===== src/hdl/vdc_pkg.sv =====
package vdc_pkg;

  localparam int CLK_NS = 50;

  // Least times round up to whole cycles, never below one.
  function automatic int cyc_min(input int ns);
    int c;
    c = (ns + CLK_NS - 1) / CLK_NS;
    return (c < 1) ? 1 : c;
  endfunction

  // Longest times round down to whole cycles, never below one.
  function automatic int cyc_max(input int ns);
    int c;
    c = ns / CLK_NS;
    return (c < 1) ? 1 : c;
  endfunction

  localparam int WORD_W   = 4;
  localparam int ADDR_W   = 8;
  localparam int FIFO_D   = 32;
  localparam int ROWS     = 256;
  localparam int SAM_WRDS = 256;

  localparam int T_RAS_NS  = 120;
  localparam int T_RP_NS   = 90;
  localparam int T_CAC_NS  = 60;
  localparam int T_FCS_NS  = 25;
  localparam int T_RAH_NS  = 12;
  localparam int T_SC_NS   = 40;
  localparam int T_REF_MS  = 4;
  localparam int SYNC_CYC  = 2;

  localparam logic [2:0] RAS_CYC  = 3'(cyc_min(T_RAS_NS));
  localparam logic [2:0] RP_CYC   = 3'(cyc_min(T_RP_NS));
  localparam logic [2:0] FCS_CYC  = 3'(cyc_min(T_FCS_NS));
  localparam logic [2:0] RAH_CYC  = 3'(cyc_min(T_RAH_NS));
  localparam logic [2:0] RD_HOLD  = 3'(cyc_min(T_CAC_NS) + SYNC_CYC + 1);
  localparam logic [2:0] WR_HOLD  = 3'(cyc_min(T_CAC_NS));
  localparam logic [8:0] REF_INT  = 9'(cyc_max(T_REF_MS * 1000000 / ROWS));
  localparam logic [8:0] SAM_KEEP = 9'(cyc_max(T_REF_MS * 1000000 / SAM_WRDS));
  localparam logic [1:0] DUMMY_SH = 2'h2;

  typedef enum logic [2:0] {
    OP_READ    = 3'h0,
    OP_WRITE   = 3'h1,
    OP_RD_XFER = 3'h2,
    OP_WR_XFER = 3'h3,
    OP_PSEUDO  = 3'h4,
    OP_RT_XFER = 3'h5,
    OP_REFRESH = 3'h6
  } vdc_op_t;

  typedef enum logic [4:0] {
    ST_IDLE = 5'h01,
    ST_ROW  = 5'h02,
    ST_RAS  = 5'h04,
    ST_COL  = 5'h08,
    ST_PRE  = 5'h10
  } vdc_state_t;

endpackage


===== src/hdl/vdc_host.sv =====
`timescale 1ns/10ps
// Overview of operation
// - After a read transfer, give at least two shift clocks before using data.
// - A row written by transfer must be refreshed within 4 ms.
// - At least 256 shift clocks every 4 ms, in either direction.
// - For real-time transfer, keep shifting and place xfer_oe_n rise in window.
// - Refresh all 256 rows at least once every 4 ms.
module vdc_host (
  // Clock and reset
  input  wire logic                        sys_clk,
  input  wire logic                        rst_b,
  // Command port
  input  wire logic                        cmd_valid,
  output logic                             cmd_ready,
  input  wire logic [2:0]                  cmd_op,
  input  wire logic [vdc_pkg::ADDR_W-1:0]  cmd_row,
  input  wire logic [vdc_pkg::ADDR_W-1:0]  cmd_col,
  input  wire logic [vdc_pkg::WORD_W-1:0]  cmd_data,
  input  wire logic                        cmd_mask_en,
  input  wire logic [vdc_pkg::WORD_W-1:0]  cmd_mask,
  // Array read answer
  output logic                             rd_valid,
  output logic [vdc_pkg::WORD_W-1:0]       rd_data,
  // Serial read stream
  input  wire logic                        stream_en,
  output logic                             out_valid,
  output logic [vdc_pkg::WORD_W-1:0]       out_data,
  input  wire logic                        out_ready,
  // Serial write source
  input  wire logic                        ser_in_valid,
  input  wire logic [vdc_pkg::WORD_W-1:0]  ser_in_data,
  output logic                             ser_in_ready,
  output logic                             serial_is_input,
  // Array port pins
  output logic                             row_strobe_n,
  output logic                             column_strobe_n,
  output logic                             mask_write_n,
  output logic                             xfer_oe_n,
  output logic [vdc_pkg::ADDR_W-1:0]       addr_in,
  input  wire logic [vdc_pkg::WORD_W-1:0]  mask_dq_i,
  output logic [vdc_pkg::WORD_W-1:0]       mask_dq_o,
  output logic                             mask_dq_oe,
  // Serial port pins
  output logic                             serial_shift_clk,
  output logic                             serial_enable_n,
  input  wire logic [vdc_pkg::WORD_W-1:0]  serial_data_i,
  output logic [vdc_pkg::WORD_W-1:0]       serial_data_o,
  output logic                             serial_data_oe
);

  vdc_pkg::vdc_state_t          state;
  vdc_pkg::vdc_op_t             op_q;
  logic [2:0]                   cnt;
  logic [vdc_pkg::ADDR_W-1:0]   col_q;
  logic [vdc_pkg::WORD_W-1:0]   data_q;
  logic                         xfer_load;
  logic [vdc_pkg::WORD_W-1:0]   dq_s1, dq_s2, sd_s1, sd_s2;
  logic [8:0]                   ref_cnt;
  logic                         ref_pend;
  logic                         ref_start;
  logic                         sh_act;
  logic [1:0]                   sh_ph;
  logic                         sh_data;
  logic [1:0]                   dummy_left;
  logic [8:0]                   keep_cnt;
  logic                         busy_block;
  logic                         want_shift;
  logic                         fifo_ready;
  logic                         fifo_push;

  function automatic logic is_xfer(input vdc_pkg::vdc_op_t op);
    return (op == vdc_pkg::OP_RD_XFER) || (op == vdc_pkg::OP_WR_XFER) ||
           (op == vdc_pkg::OP_PSEUDO) || (op == vdc_pkg::OP_RT_XFER);
  endfunction

  always_ff @(posedge sys_clk or negedge rst_b) begin
    if (!rst_b) begin
      dq_s1 <= '0;
      dq_s2 <= '0;
      sd_s1 <= '0;
      sd_s2 <= '0;
    end else begin
      dq_s1 <= mask_dq_i;
      dq_s2 <= dq_s1;
      sd_s1 <= serial_data_i;
      sd_s2 <= sd_s1;
    end
  end

  // One row every interval walks all rows just inside the refresh period, which also
  // covers rows written by transfer.
  assign ref_start = (state == vdc_pkg::ST_IDLE) && ref_pend && !(cmd_valid && cmd_ready);

  always_ff @(posedge sys_clk or negedge rst_b) begin
    if (!rst_b) begin
      ref_cnt  <= '0;
      ref_pend <= 1'b0;
    end else begin
      if (ref_cnt == vdc_pkg::REF_INT - 9'h1) begin
        ref_cnt  <= '0;
        ref_pend <= 1'b1;
      end else begin
        ref_cnt <= ref_cnt + 9'h1;
        if (ref_start) begin
          ref_pend <= 1'b0;
        end
      end
    end
  end

  always_ff @(posedge sys_clk or negedge rst_b) begin
    if (!rst_b) begin
      state           <= vdc_pkg::ST_IDLE;
      op_q            <= vdc_pkg::OP_READ;
      cnt             <= '0;
      col_q           <= '0;
      data_q          <= '0;
      cmd_ready       <= 1'b0;
      rd_valid        <= 1'b0;
      rd_data         <= '0;
      row_strobe_n    <= 1'b1;
      column_strobe_n <= 1'b1;
      mask_write_n    <= 1'b1;
      xfer_oe_n       <= 1'b1;
      addr_in         <= '0;
      mask_dq_o       <= '0;
      mask_dq_oe      <= 1'b0;
      serial_is_input <= 1'b0;
      xfer_load       <= 1'b0;
    end else begin
      rd_valid  <= 1'b0;
      xfer_load <= 1'b0;
      unique case (state)
        vdc_pkg::ST_IDLE: begin
          mask_dq_oe <= 1'b0;
          if (cmd_valid && cmd_ready) begin
            op_q         <= vdc_pkg::vdc_op_t'(cmd_op);
            col_q        <= cmd_col;
            data_q       <= cmd_data;
            cmd_ready    <= 1'b0;
            addr_in      <= cmd_row;
            xfer_oe_n    <= !is_xfer(vdc_pkg::vdc_op_t'(cmd_op));
            mask_write_n <= !((cmd_op == vdc_pkg::OP_WRITE && cmd_mask_en) ||
                              cmd_op == vdc_pkg::OP_WR_XFER ||
                              cmd_op == vdc_pkg::OP_PSEUDO);
            mask_dq_o    <= cmd_mask;
            mask_dq_oe   <= (cmd_op == vdc_pkg::OP_WRITE) && cmd_mask_en;
            state        <= vdc_pkg::ST_ROW;
            cnt          <= 3'h1;
          end else if (ref_start) begin
            op_q            <= vdc_pkg::OP_REFRESH;
            cmd_ready       <= 1'b0;
            column_strobe_n <= 1'b0;
            state           <= vdc_pkg::ST_ROW;
            cnt             <= vdc_pkg::FCS_CYC;
          end else begin
            cmd_ready <= 1'b1;
          end
        end
        vdc_pkg::ST_ROW: begin
          if (cnt != 3'h1) begin
            cnt <= cnt - 3'h1;
          end else if (!is_xfer(op_q) || op_q == vdc_pkg::OP_RT_XFER ||
                       (!sh_act && serial_enable_n == (op_q != vdc_pkg::OP_WR_XFER))) begin
            row_strobe_n <= 1'b0;
            state        <= vdc_pkg::ST_RAS;
            cnt          <= (op_q == vdc_pkg::OP_REFRESH) ? vdc_pkg::RAS_CYC : vdc_pkg::RAH_CYC;
            if (is_xfer(op_q)) begin
              // Read kinds turn the port to output, write kinds to input.
              serial_is_input <= (op_q == vdc_pkg::OP_WR_XFER) ||
                                 (op_q == vdc_pkg::OP_PSEUDO);
              xfer_load       <= (op_q == vdc_pkg::OP_RD_XFER);
            end
          end
        end
        vdc_pkg::ST_RAS: begin
          if (cnt != 3'h1) begin
            cnt <= cnt - 3'h1;
          end else if (op_q == vdc_pkg::OP_REFRESH) begin
            state <= vdc_pkg::ST_PRE;
          end else begin
            addr_in      <= col_q;
            mask_dq_o    <= data_q;
            mask_dq_oe   <= (op_q == vdc_pkg::OP_WRITE);
            mask_write_n <= (op_q != vdc_pkg::OP_WRITE);
            state        <= vdc_pkg::ST_COL;
            cnt          <= (op_q == vdc_pkg::OP_READ) ? vdc_pkg::RD_HOLD : vdc_pkg::WR_HOLD;
          end
        end
        vdc_pkg::ST_COL: begin
          if (column_strobe_n) begin
            column_strobe_n <= 1'b0;
            if (op_q == vdc_pkg::OP_READ) begin
              xfer_oe_n <= 1'b0;
            end
          end else if (cnt != 3'h1) begin
            cnt <= cnt - 3'h1;
          end else if (op_q != vdc_pkg::OP_RT_XFER || (sh_act && sh_ph == 2'h1)) begin
            // The real-time copy happens at this rise, just after a shift clock rise.
            xfer_oe_n    <= 1'b1;
            mask_write_n <= 1'b1;
            mask_dq_oe   <= 1'b0;
            state        <= vdc_pkg::ST_PRE;
            if (op_q == vdc_pkg::OP_READ) begin
              rd_valid <= 1'b1;
              rd_data  <= dq_s2;
            end
          end
        end
        vdc_pkg::ST_PRE: begin
          if (!row_strobe_n || !column_strobe_n) begin
            row_strobe_n    <= 1'b1;
            column_strobe_n <= 1'b1;
            cnt             <= vdc_pkg::RP_CYC;
          end else if (cnt == 3'h1) begin
            state <= vdc_pkg::ST_IDLE;
          end else begin
            cnt <= cnt - 3'h1;
          end
        end
      endcase
    end
  end

  // Shifting pauses during every array cycle except real-time transfers so the port direction never changes mid-cycle.
  assign busy_block = (state != vdc_pkg::ST_IDLE) && (op_q != vdc_pkg::OP_RT_XFER);
  assign want_shift = (dummy_left != 2'h0) || (keep_cnt >= vdc_pkg::SAM_KEEP - 9'h6) ||
                      (serial_is_input ? ser_in_valid : (stream_en && fifo_ready));
  assign fifo_push  = sh_act && (sh_ph == 2'h3) && sh_data && !serial_is_input;

  always_ff @(posedge sys_clk or negedge rst_b) begin
    if (!rst_b) begin
      sh_act           <= 1'b0;
      sh_ph            <= '0;
      sh_data          <= 1'b0;
      dummy_left       <= '0;
      keep_cnt         <= '0;
      serial_shift_clk <= 1'b0;
      serial_enable_n  <= 1'b1;
      serial_data_o    <= '0;
      serial_data_oe   <= 1'b0;
      ser_in_ready     <= 1'b0;
    end else begin
      ser_in_ready <= 1'b0;
      keep_cnt     <= (sh_act && sh_ph == 2'h0) ? 9'h0 : keep_cnt + 9'h1;
      if (xfer_load) begin
        dummy_left <= vdc_pkg::DUMMY_SH;
      end
      if (!sh_act) begin
        if (busy_block) begin
          serial_enable_n <= (op_q != vdc_pkg::OP_WR_XFER);
          serial_data_oe  <= 1'b0;
        end else if (want_shift) begin
          sh_act  <= 1'b1;
          sh_ph   <= 2'h0;
          sh_data <= (dummy_left == 2'h0) &&
                     (serial_is_input ? ser_in_valid : (stream_en && fifo_ready));
          // Dummy and keep-alive shifts run with the port disabled.
          serial_enable_n <= !((dummy_left == 2'h0) &&
                               (serial_is_input ? ser_in_valid
                                                : (stream_en && fifo_ready)));
          serial_data_o   <= ser_in_data;
          serial_data_oe  <= serial_is_input;
          ser_in_ready    <= serial_is_input && ser_in_valid && (dummy_left == 2'h0);
          if (dummy_left != 2'h0 && !xfer_load) begin
            dummy_left <= dummy_left - 2'h1;
          end
        end
      end else begin
        sh_ph <= sh_ph + 2'h1;
        unique case (sh_ph)
          2'h0: serial_shift_clk <= 1'b1;
          2'h2: serial_shift_clk <= 1'b0;
          2'h3: sh_act <= 1'b0;
          default: ;
        endcase
      end
    end
  end

  vdc_fifo #(
    .W     (vdc_pkg::WORD_W),
    .DEPTH (vdc_pkg::FIFO_D)
  ) u_fifo (
    .sys_clk   (sys_clk),
    .rst_b     (rst_b),
    .in_valid  (fifo_push),
    .in_data   (sd_s2),
    .in_ready  (fifo_ready),
    .out_valid (out_valid),
    .out_data  (out_data),
    .out_ready (out_ready)
  );

endmodule


===== src/hdl/vdc_fifo.sv =====
`timescale 1ns/10ps
module vdc_fifo #(
  parameter int W     = 4,
  parameter int DEPTH = 32
) (
  // Clock and reset
  input  wire logic         sys_clk,
  input  wire logic         rst_b,
  // Fill side
  input  wire logic         in_valid,
  input  wire logic [W-1:0] in_data,
  output logic              in_ready,
  // Drain side
  output logic              out_valid,
  output logic [W-1:0]      out_data,
  input  wire logic         out_ready
);

  localparam int PW = $clog2(DEPTH);

  logic [W-1:0]  mem [DEPTH];
  logic [PW-1:0] wr_ptr;
  logic [PW-1:0] rd_ptr;
  logic [PW:0]   count;
  logic          push;
  logic          pop;

  assign in_ready = (count != (PW+1)'(DEPTH));
  assign push     = in_valid && in_ready;
  assign pop      = (!out_valid || out_ready) && (count != '0);

  always_ff @(posedge sys_clk) begin
    if (push) begin
      mem[wr_ptr] <= in_data;
    end
  end

  always_ff @(posedge sys_clk or negedge rst_b) begin
    if (!rst_b) begin
      wr_ptr <= '0;
      rd_ptr <= '0;
      count  <= '0;
    end else begin
      if (push) begin
        wr_ptr <= wr_ptr + 1'b1;
      end
      if (pop) begin
        rd_ptr <= rd_ptr + 1'b1;
      end
      count <= count + (PW+1)'(push) - (PW+1)'(pop);
    end
  end

  // The output register keeps the drain side free of any path through the array.
  always_ff @(posedge sys_clk or negedge rst_b) begin
    if (!rst_b) begin
      out_valid <= 1'b0;
      out_data  <= '0;
    end else if (!out_valid || out_ready) begin
      out_valid <= (count != '0);
      if (count != '0) begin
        out_data <= mem[rd_ptr];
      end
    end
  end

endmodule


===== config.mk =====
export PLATFORM = sky130hd
export DESIGN_NAME = vdc_host
export DESIGN_NICKNAME = d
export VERILOG_FILES = /design/src/hdl/vdc_pkg.sv /design/src/hdl/vdc_host.sv /design/src/hdl/vdc_fifo.sv
export SDC_FILE = /design/constraint.sdc
export NUM_CORES = 1
export LEC_CHECK = 0
export ABC_CLOCK_PERIOD_IN_PS = 3200
export BUFFER_PORTS_ARGS = -buffer_cell sky130_fd_sc_hd__clkbuf_2
export CORE_MARGIN = 1
export CORE_UTILIZATION = 50
export CTS_CLUSTER_SIZE = 30
export DETAILED_ROUTE_END_ITERATION = 8
export GPL_ROUTABILITY_DRIVEN = 0
export PLACE_DENSITY = 0.68
export REMOVE_ABC_BUFFERS = 1
export SLEW_MARGIN = 10
export SYNTH_ARGS = -nofsm -noshare
export SYNTH_HDL_FRONTEND = slang
export SYNTH_SLANG_ARGS = --single-unit

===== constraint.sdc =====
create_clock -name sys_clk -period 3.2 [get_ports sys_clk]
set_input_delay 0.16 -clock sys_clk [delete_from_list [all_inputs] [get_ports sys_clk]]
set_output_delay 0.16 -clock sys_clk [all_outputs]
set_load 0.01 [all_outputs]

## Word level (Yosys, flattened, before mapping)

Memories as Yosys holds them, arrays and structs flattened. A register that Yosys moved wholly into a read port is not among the register bits.
Cells that the tools add are included.

- Memories: 1
- Bits in writable memories: 128
- Register bits: 114
- Output and inout bits: 37

- Reductions and logical operators: 78
- Add/sub/neg operators: 9
- Multiplexer cells: 97
- Equality and inequality tests: 50
- Bitwise gates (word level): 4
- $lt $le $gt $ge: 1

Memories:

| name | words | width | rd ports | clocked after Yosys merged registers in | write ports | RTL line | RTL |
|---|---|---|---|---|---|---|---|
| u_fifo.mem | 32 | 4 | 1 | 1 | 1 | vdc_fifo.sv:21 | `logic [W-1:0] mem [DEPTH];` |

Operator list:

| kind | number |
|---|---|
| 5-bit two-way mux | 11 |
| 1-bit two-way mux | 46 |
| 3-bit two-way mux | 13 |
| 2-bit inequality test, second input constant | 14 |
| 5-bit one-hot mux with 5 select lines | 1 |
| 8-bit two-way mux | 3 |
| 3-bit inequality test, second input constant | 7 |
| 9-bit by 1-bit adder with 9-bit output, second input constant | 2 |
| 1-bit logical AND | 18 |
| 2-bit two-way mux | 9 |
| 9-bit two-way mux | 2 |
| 2-bit nonzero test | 9 |
| 1-bit logical OR | 16 |
| 8-bit one-hot mux with 2 select lines | 1 |
| 4-bit AND reduction | 4 |
| 3-bit == test, second input constant | 5 |
| 3-bit one-hot mux with 5 select lines | 1 |
| 3-bit by 2-bit == test with 1-bit output, second input constant | 4 |
| 1-bit zero test | 12 |
| 4-bit two-way mux | 3 |
| 2-bit AND reduction | 6 |
| 6-bit AND reduction | 2 |
| 5-bit by 1-bit adder with 5-bit output, second input constant | 2 |
| 5-bit AND reduction | 2 |
| other kinds (32) | 46 |

## Depth between registers and ports, before layout

- Depth after elaboration: 10
- Mapped depth: 15
- Depth with buffers taken out: 14

## Cells and area by module

Synthesis repeated with hierarchy kept, for this count alone.

- Cell total of the unflattened synthesis: 782
- Area, all modules: 10726.5 µm²

By module, submodules not included:

| module | area each (µm²) | cells an instance | instances | sequential area each (µm²) |
|---|---|---|---|---|
| vdc_fifo | 6244.7 | 377 | 1 | 4369.2 |
| vdc_host | 4481.8 | 405 | 1 | 2434.8 |

## Worst setup path before layout

OpenSTA, ideal clock, no wires.

- Path kind: register to register
- From: reg u_fifo.count[2]
- To: reg u_fifo.count[4]
- Setup slack: 488 ps
- Clock period less this slack: 2712 ps
- Stages on the path, launching flop included: 16
- Arrival: 2589 ps
- Buffers on the path: 1
- Path through: dfrtp_1 > inv_1 > ha_1 > and4_1 > a21oi_1 > clkbuf_1 > ha_1 > inv_1 > ha_1 > inv_1 > fa_1 > inv_1 > a21oi_1 > nor2_1 > nor2_1 > xnor2_1

- Elaborated cells on any way between the ends: 6
- Those cells by class: 2 x add/sub; 1 x eq/ne; 3 x reduce/logical

RTL lines:

| element | RTL line | RTL |
|---|---|---|
| start: declaration | vdc_fifo.sv:24 | `logic [PW:0] count;` |
| start signal: assignment | vdc_fifo.sv:50 | `count <= count + (PW+1)'(push) - (PW+1)'(pop);` |
| 6-bit nonzero test | vdc_fifo.sv:30 | `assign pop = (!out_valid \|\| out_ready) && (count != '0);` |
| 1-bit logical AND | vdc_fifo.sv:30 |  |
| via u_fifo.pop | vdc_fifo.sv:26 | `logic pop;` |
| 6-bit by 1-bit subtractor with 6-bit output | vdc_fifo.sv:50 |  |

The timed path passes the listed nets, and every way through them passes these cells.
A chain may end at the register's enable or synchronous reset.

## Worst setup path in the final report

- From: reg cnt[1]
- To: reg addr_in[3] in the netlist's numbering

- Longest elaborated chain between the ends: 3

RTL lines:

| element | RTL line | RTL |
|---|---|---|
| start: declaration | vdc_host.sv:53 | `logic [2:0] cnt;` |
| start signal: assignment | vdc_host.sv:155 | `cnt <= vdc_pkg::FCS_CYC;` |
| start signal: assignment | vdc_host.sv:162 | `cnt <= cnt - 3'h1;` |
| start signal: assignment | vdc_host.sv:167 | `cnt <= (op_q == vdc_pkg::OP_REFRESH) ? vdc_pkg::RAS_CYC : vdc_pkg::RAH_CYC;` |
| 3-bit by 1-bit inequality test with 1-bit output | vdc_host.sv:177 | `if (cnt != 3'h1) begin` |
| 2-bit inequality test (no source line) | -- |  |
| 4-bit AND reduction (no source line) | -- |  |
| end signal: assignment | vdc_host.sv:141 | `addr_in <= cmd_row;` |
| end signal: assignment | vdc_host.sv:182 | `addr_in <= col_q;` |
| end: declaration | vdc_host.sv:39 | `output logic [vdc_pkg::ADDR_W-1:0] addr_in,` |

No other way between the ends.

==> qor.yml <==
initial_core_util_pct: 51.49
max_stage_delay_ns: 0.64
worst-setup-path-type: "flop to flop"
dieHeight_um: 146.8
synth_area_um2: 10490
clkTransAtPathRegs_ns: 0.07
reg2reg_from: "cnt[1]"
cts.path.max_buffers: 3
hold_end: "ref_pend"
routed_wl_um: 20970
timing.fmax_mhz: 392.6
cts_setup_buffers: 0
ys_types: 72
syn_to_final_growth_pct: 18.89
rr_worst_depth: 7
leakage_nw: 4.946
core-area_um2: 20360
fin_nets: 963
grt_pass1_vias: 6904
hold_viol_final: 0
drv_cap: 0
worstPathRequired_ns: 3.63
tightest_slew_ns: 1.167
setup_viol: 0
drt_iter0_markers: 410
powerDensity_nw_per_um2: 821.2
grt_pass1_wl_um: 35110
dpl-instance-area_um2: 11180
synth_top_area_share_pct: 36.66
yosysMostFrequentCell: "edfxtp_1"
peakVddDrop_mv: 0.6032
seq_area_frac_synth_pct: 64.89
postSynth.asyncResetShare_pct: 47.97
syn_inst: 766
port_buffers: 82
drive_above_1_share_pct: 22.42
antenna_found_initial: 0
yosysWarnings: 0
drtPass1Iterations: 4
grt_overflow: 0
num_rows: 52
status: "finished, final reports clean"
drcViolationCount: 0
antenna_left: 0
dpl.hpwl_um: 13670
critical_path_arrival_ns: 2.97
finalInstanceArea_um2: 12470
synth_flop_cell: "edfxtp_1"
grt_max_degree: 67
r2r_slack_ns: 0.65
yosysTopAreaCell: "edfxtp_1"
cts_sinks: 246
yosys-top-cells-count: "128 x edfxtp_1, 112 x dfrtp_1, 86 x nor2_1, 64 x nand2_1"
num_antenna_cells: 0
synth_enable_flop_cells: 128
root_buffer: "clkbuf_16"
ioPinCount: 83
crit_family: "simple AND/OR/NAND/NOR gates"
track_usage_pct: 20.49
final_util_pct: 61.21
die_area_um2: 21550
min_period_ns: 2.547
cts_tree: "done"
vias: 6480
tns_ns: 0
nFillCells: 1536
rsz0062_at_grt: "false"
slowest_stage: "nor2b_1"
finalMaxSlewViolations: 0
max_slew_margin_pct: 22.20
critical_path.cell_chain: "inv_1 -> ha_1 -> nor2b_1 -> nand3_1 -> nand2_1 -> nor2_1 -> a31oi_1"
fin_worst_skew_ns: 0.02028
wire_per_inst_um: 17.77
cp-start-kind: "flop"
worstHoldPathType: "input port to flop"
syn_area_per_cell_um2: 13.69
holdPathStages: 3
timing.rr.end: "addr_in[3]"
critPathCaptureType: "flop"
worst-path-buf-inv: 1
ys_top_cells_by_area: "edfxtp_1 37%, dfrtp_1 27%, mux4_2 6.9%"
die_w_um: 146.8
hold_start: "cmd_valid"
numCtsBuffers: 25
ys_ff_latch: 246
critPathMaxFanout: 24
period_share_pct: 79.59
drt-vias-per-instance: 5.492
h-tree-depth: 1
clock_latency_ns: 0.51
## layout make-up
cell class	instances	area, µm²	share of cell area [%]
clock buffer	31	668.1	5.360
sequential	246	6805	54.59
clock inverter	14	201.4	1.616
inverter	31	116.4	0.9335
tap	270	337.8	2.710
multi-input combinational	457	3426	27.48
timing repair buffer	131	910.9	7.307
## worst register-to-register path, delay by kind of cell (launching register included)
family / cells / cell delay (ns)
AOI/OAI and AO/OA: 1 / 0.19
DFF: 1 / 0.37
adders and majority gates: 1 / 0.23
and+or+nand+nor: 4 / 1.59
buffers and inverters: 1 / 0.08
## how the worst max path moves through the flow
stage / from / cells past startpoint / slack (ns) / to
floorplan: u_fifo.count[2] / 14 / 0.39 / u_fifo.count[4]
global placement: u_fifo.count[2] / 12 / 0.80 / u_fifo.count[4]
detailed placement: u_fifo.count[2] / 6 / 0.65 / u_fifo.mem[12][0]
CTS: u_fifo.count[2] / 6 / 0.63 / u_fifo.mem[9][2]
global route: cnt[1] / 7 / 0.40 / mask_dq_o[1]
finish: cnt[1] / 7 / 0.65 / addr_in[3]
## repair_timing
action / in CTS / in global routing
hold endpoints to repair: 92 / 0
hold buffers: 42 / 0
gates resized for setup: 0 / 0
## cells by family after synthesis
kind of cell / Yosys count / share of synthesized area (%)
flip-flops: 246 / 64.89
AND/OR/NAND/NOR: 229 / 10.38
AO/OA/AOI/OAI: 116 / 7.113
buffers and inverters: 63 / 2.434
multiplexers: 62 / 10.04
XOR/XNOR: 25 / 2.088
adder cells (fa/ha/maj): 25 / 3.055
## per-stage QoR
stage	total power, W	cells	hold WS, ns	worst slack (ns)
after CTS	0.01032	1180	0.04748	0.6278
after global placement	0.007081	1093	0.2373	0.8046
final	0.01024	1180	0.07416	0.6532
after floorplan	0.006294	734	-0.1356	0.3923
after detailed placement	0.007204	1093	0.2572	0.6454
after global routing	0.01083	1180	0.1166	0.4015
## report_power, final
part	internal [W]	switching [W]	leakage (nW)
combinational	0.00139	0.00150	1.93
clock	0.00188	0.00116	0.423
sequential	0.00380	0.000500	2.59
## layout by cell type, fill, tap and decap left out, drive strengths merged, types with 4 or more instances in the layout
master       count
clkinv           7
inv             32
clkbuf         112
a21o             5
or3              6
a31oi           15
nand2           65
nor2            86
mux2            25
nand4            6
xnor2           16
o21bai           5
buf              8
nor2b            5
nor3             7
dfstp            6
nand3b           7
o21ai           26
a21oi           33
a221oi           4
mux2i            5
mux4            32
edfxtp         128
bufinv           5
xor2             9
o31ai            4
ha              24
nand2b           7
nand3           21
dlygate4sd3     42
dfrtp          112
a22oi            5
## routing by layer
| metal | up-vias | part of all wire (%) | GRT usage [%] |
|---|---|---|---|
| li1 | 3044 | - | - |
| met1 | 3220 | 43 | 26.44 |
| met2 | 179 | 51 | 36.26 |
| met3 | 37 | 4.4 | 2.826 |
| met4 | 0 | 2.2 | 5.625 |
| met5 | - | 0 | 0 |
## state kept, by name (all words and copies together), names as in the netlist, 4 cells and up
register / flops
u_fifo.mem: 128
keep_cnt: 9
ref_cnt: 9
addr_in: 8
col_q: 8
u_fifo.count: 6
state: 5
u_fifo.rd_ptr: 5
u_fifo.wr_ptr: 5
data_q: 4
dq_s1: 4
dq_s2: 4
mask_dq_o: 4
rd_data: 4
sd_s1: 4
sd_s2: 4
serial_data_o: 4
u_fifo.out_data: 4
Note: power is estimated with default switching activity, not from simulation.
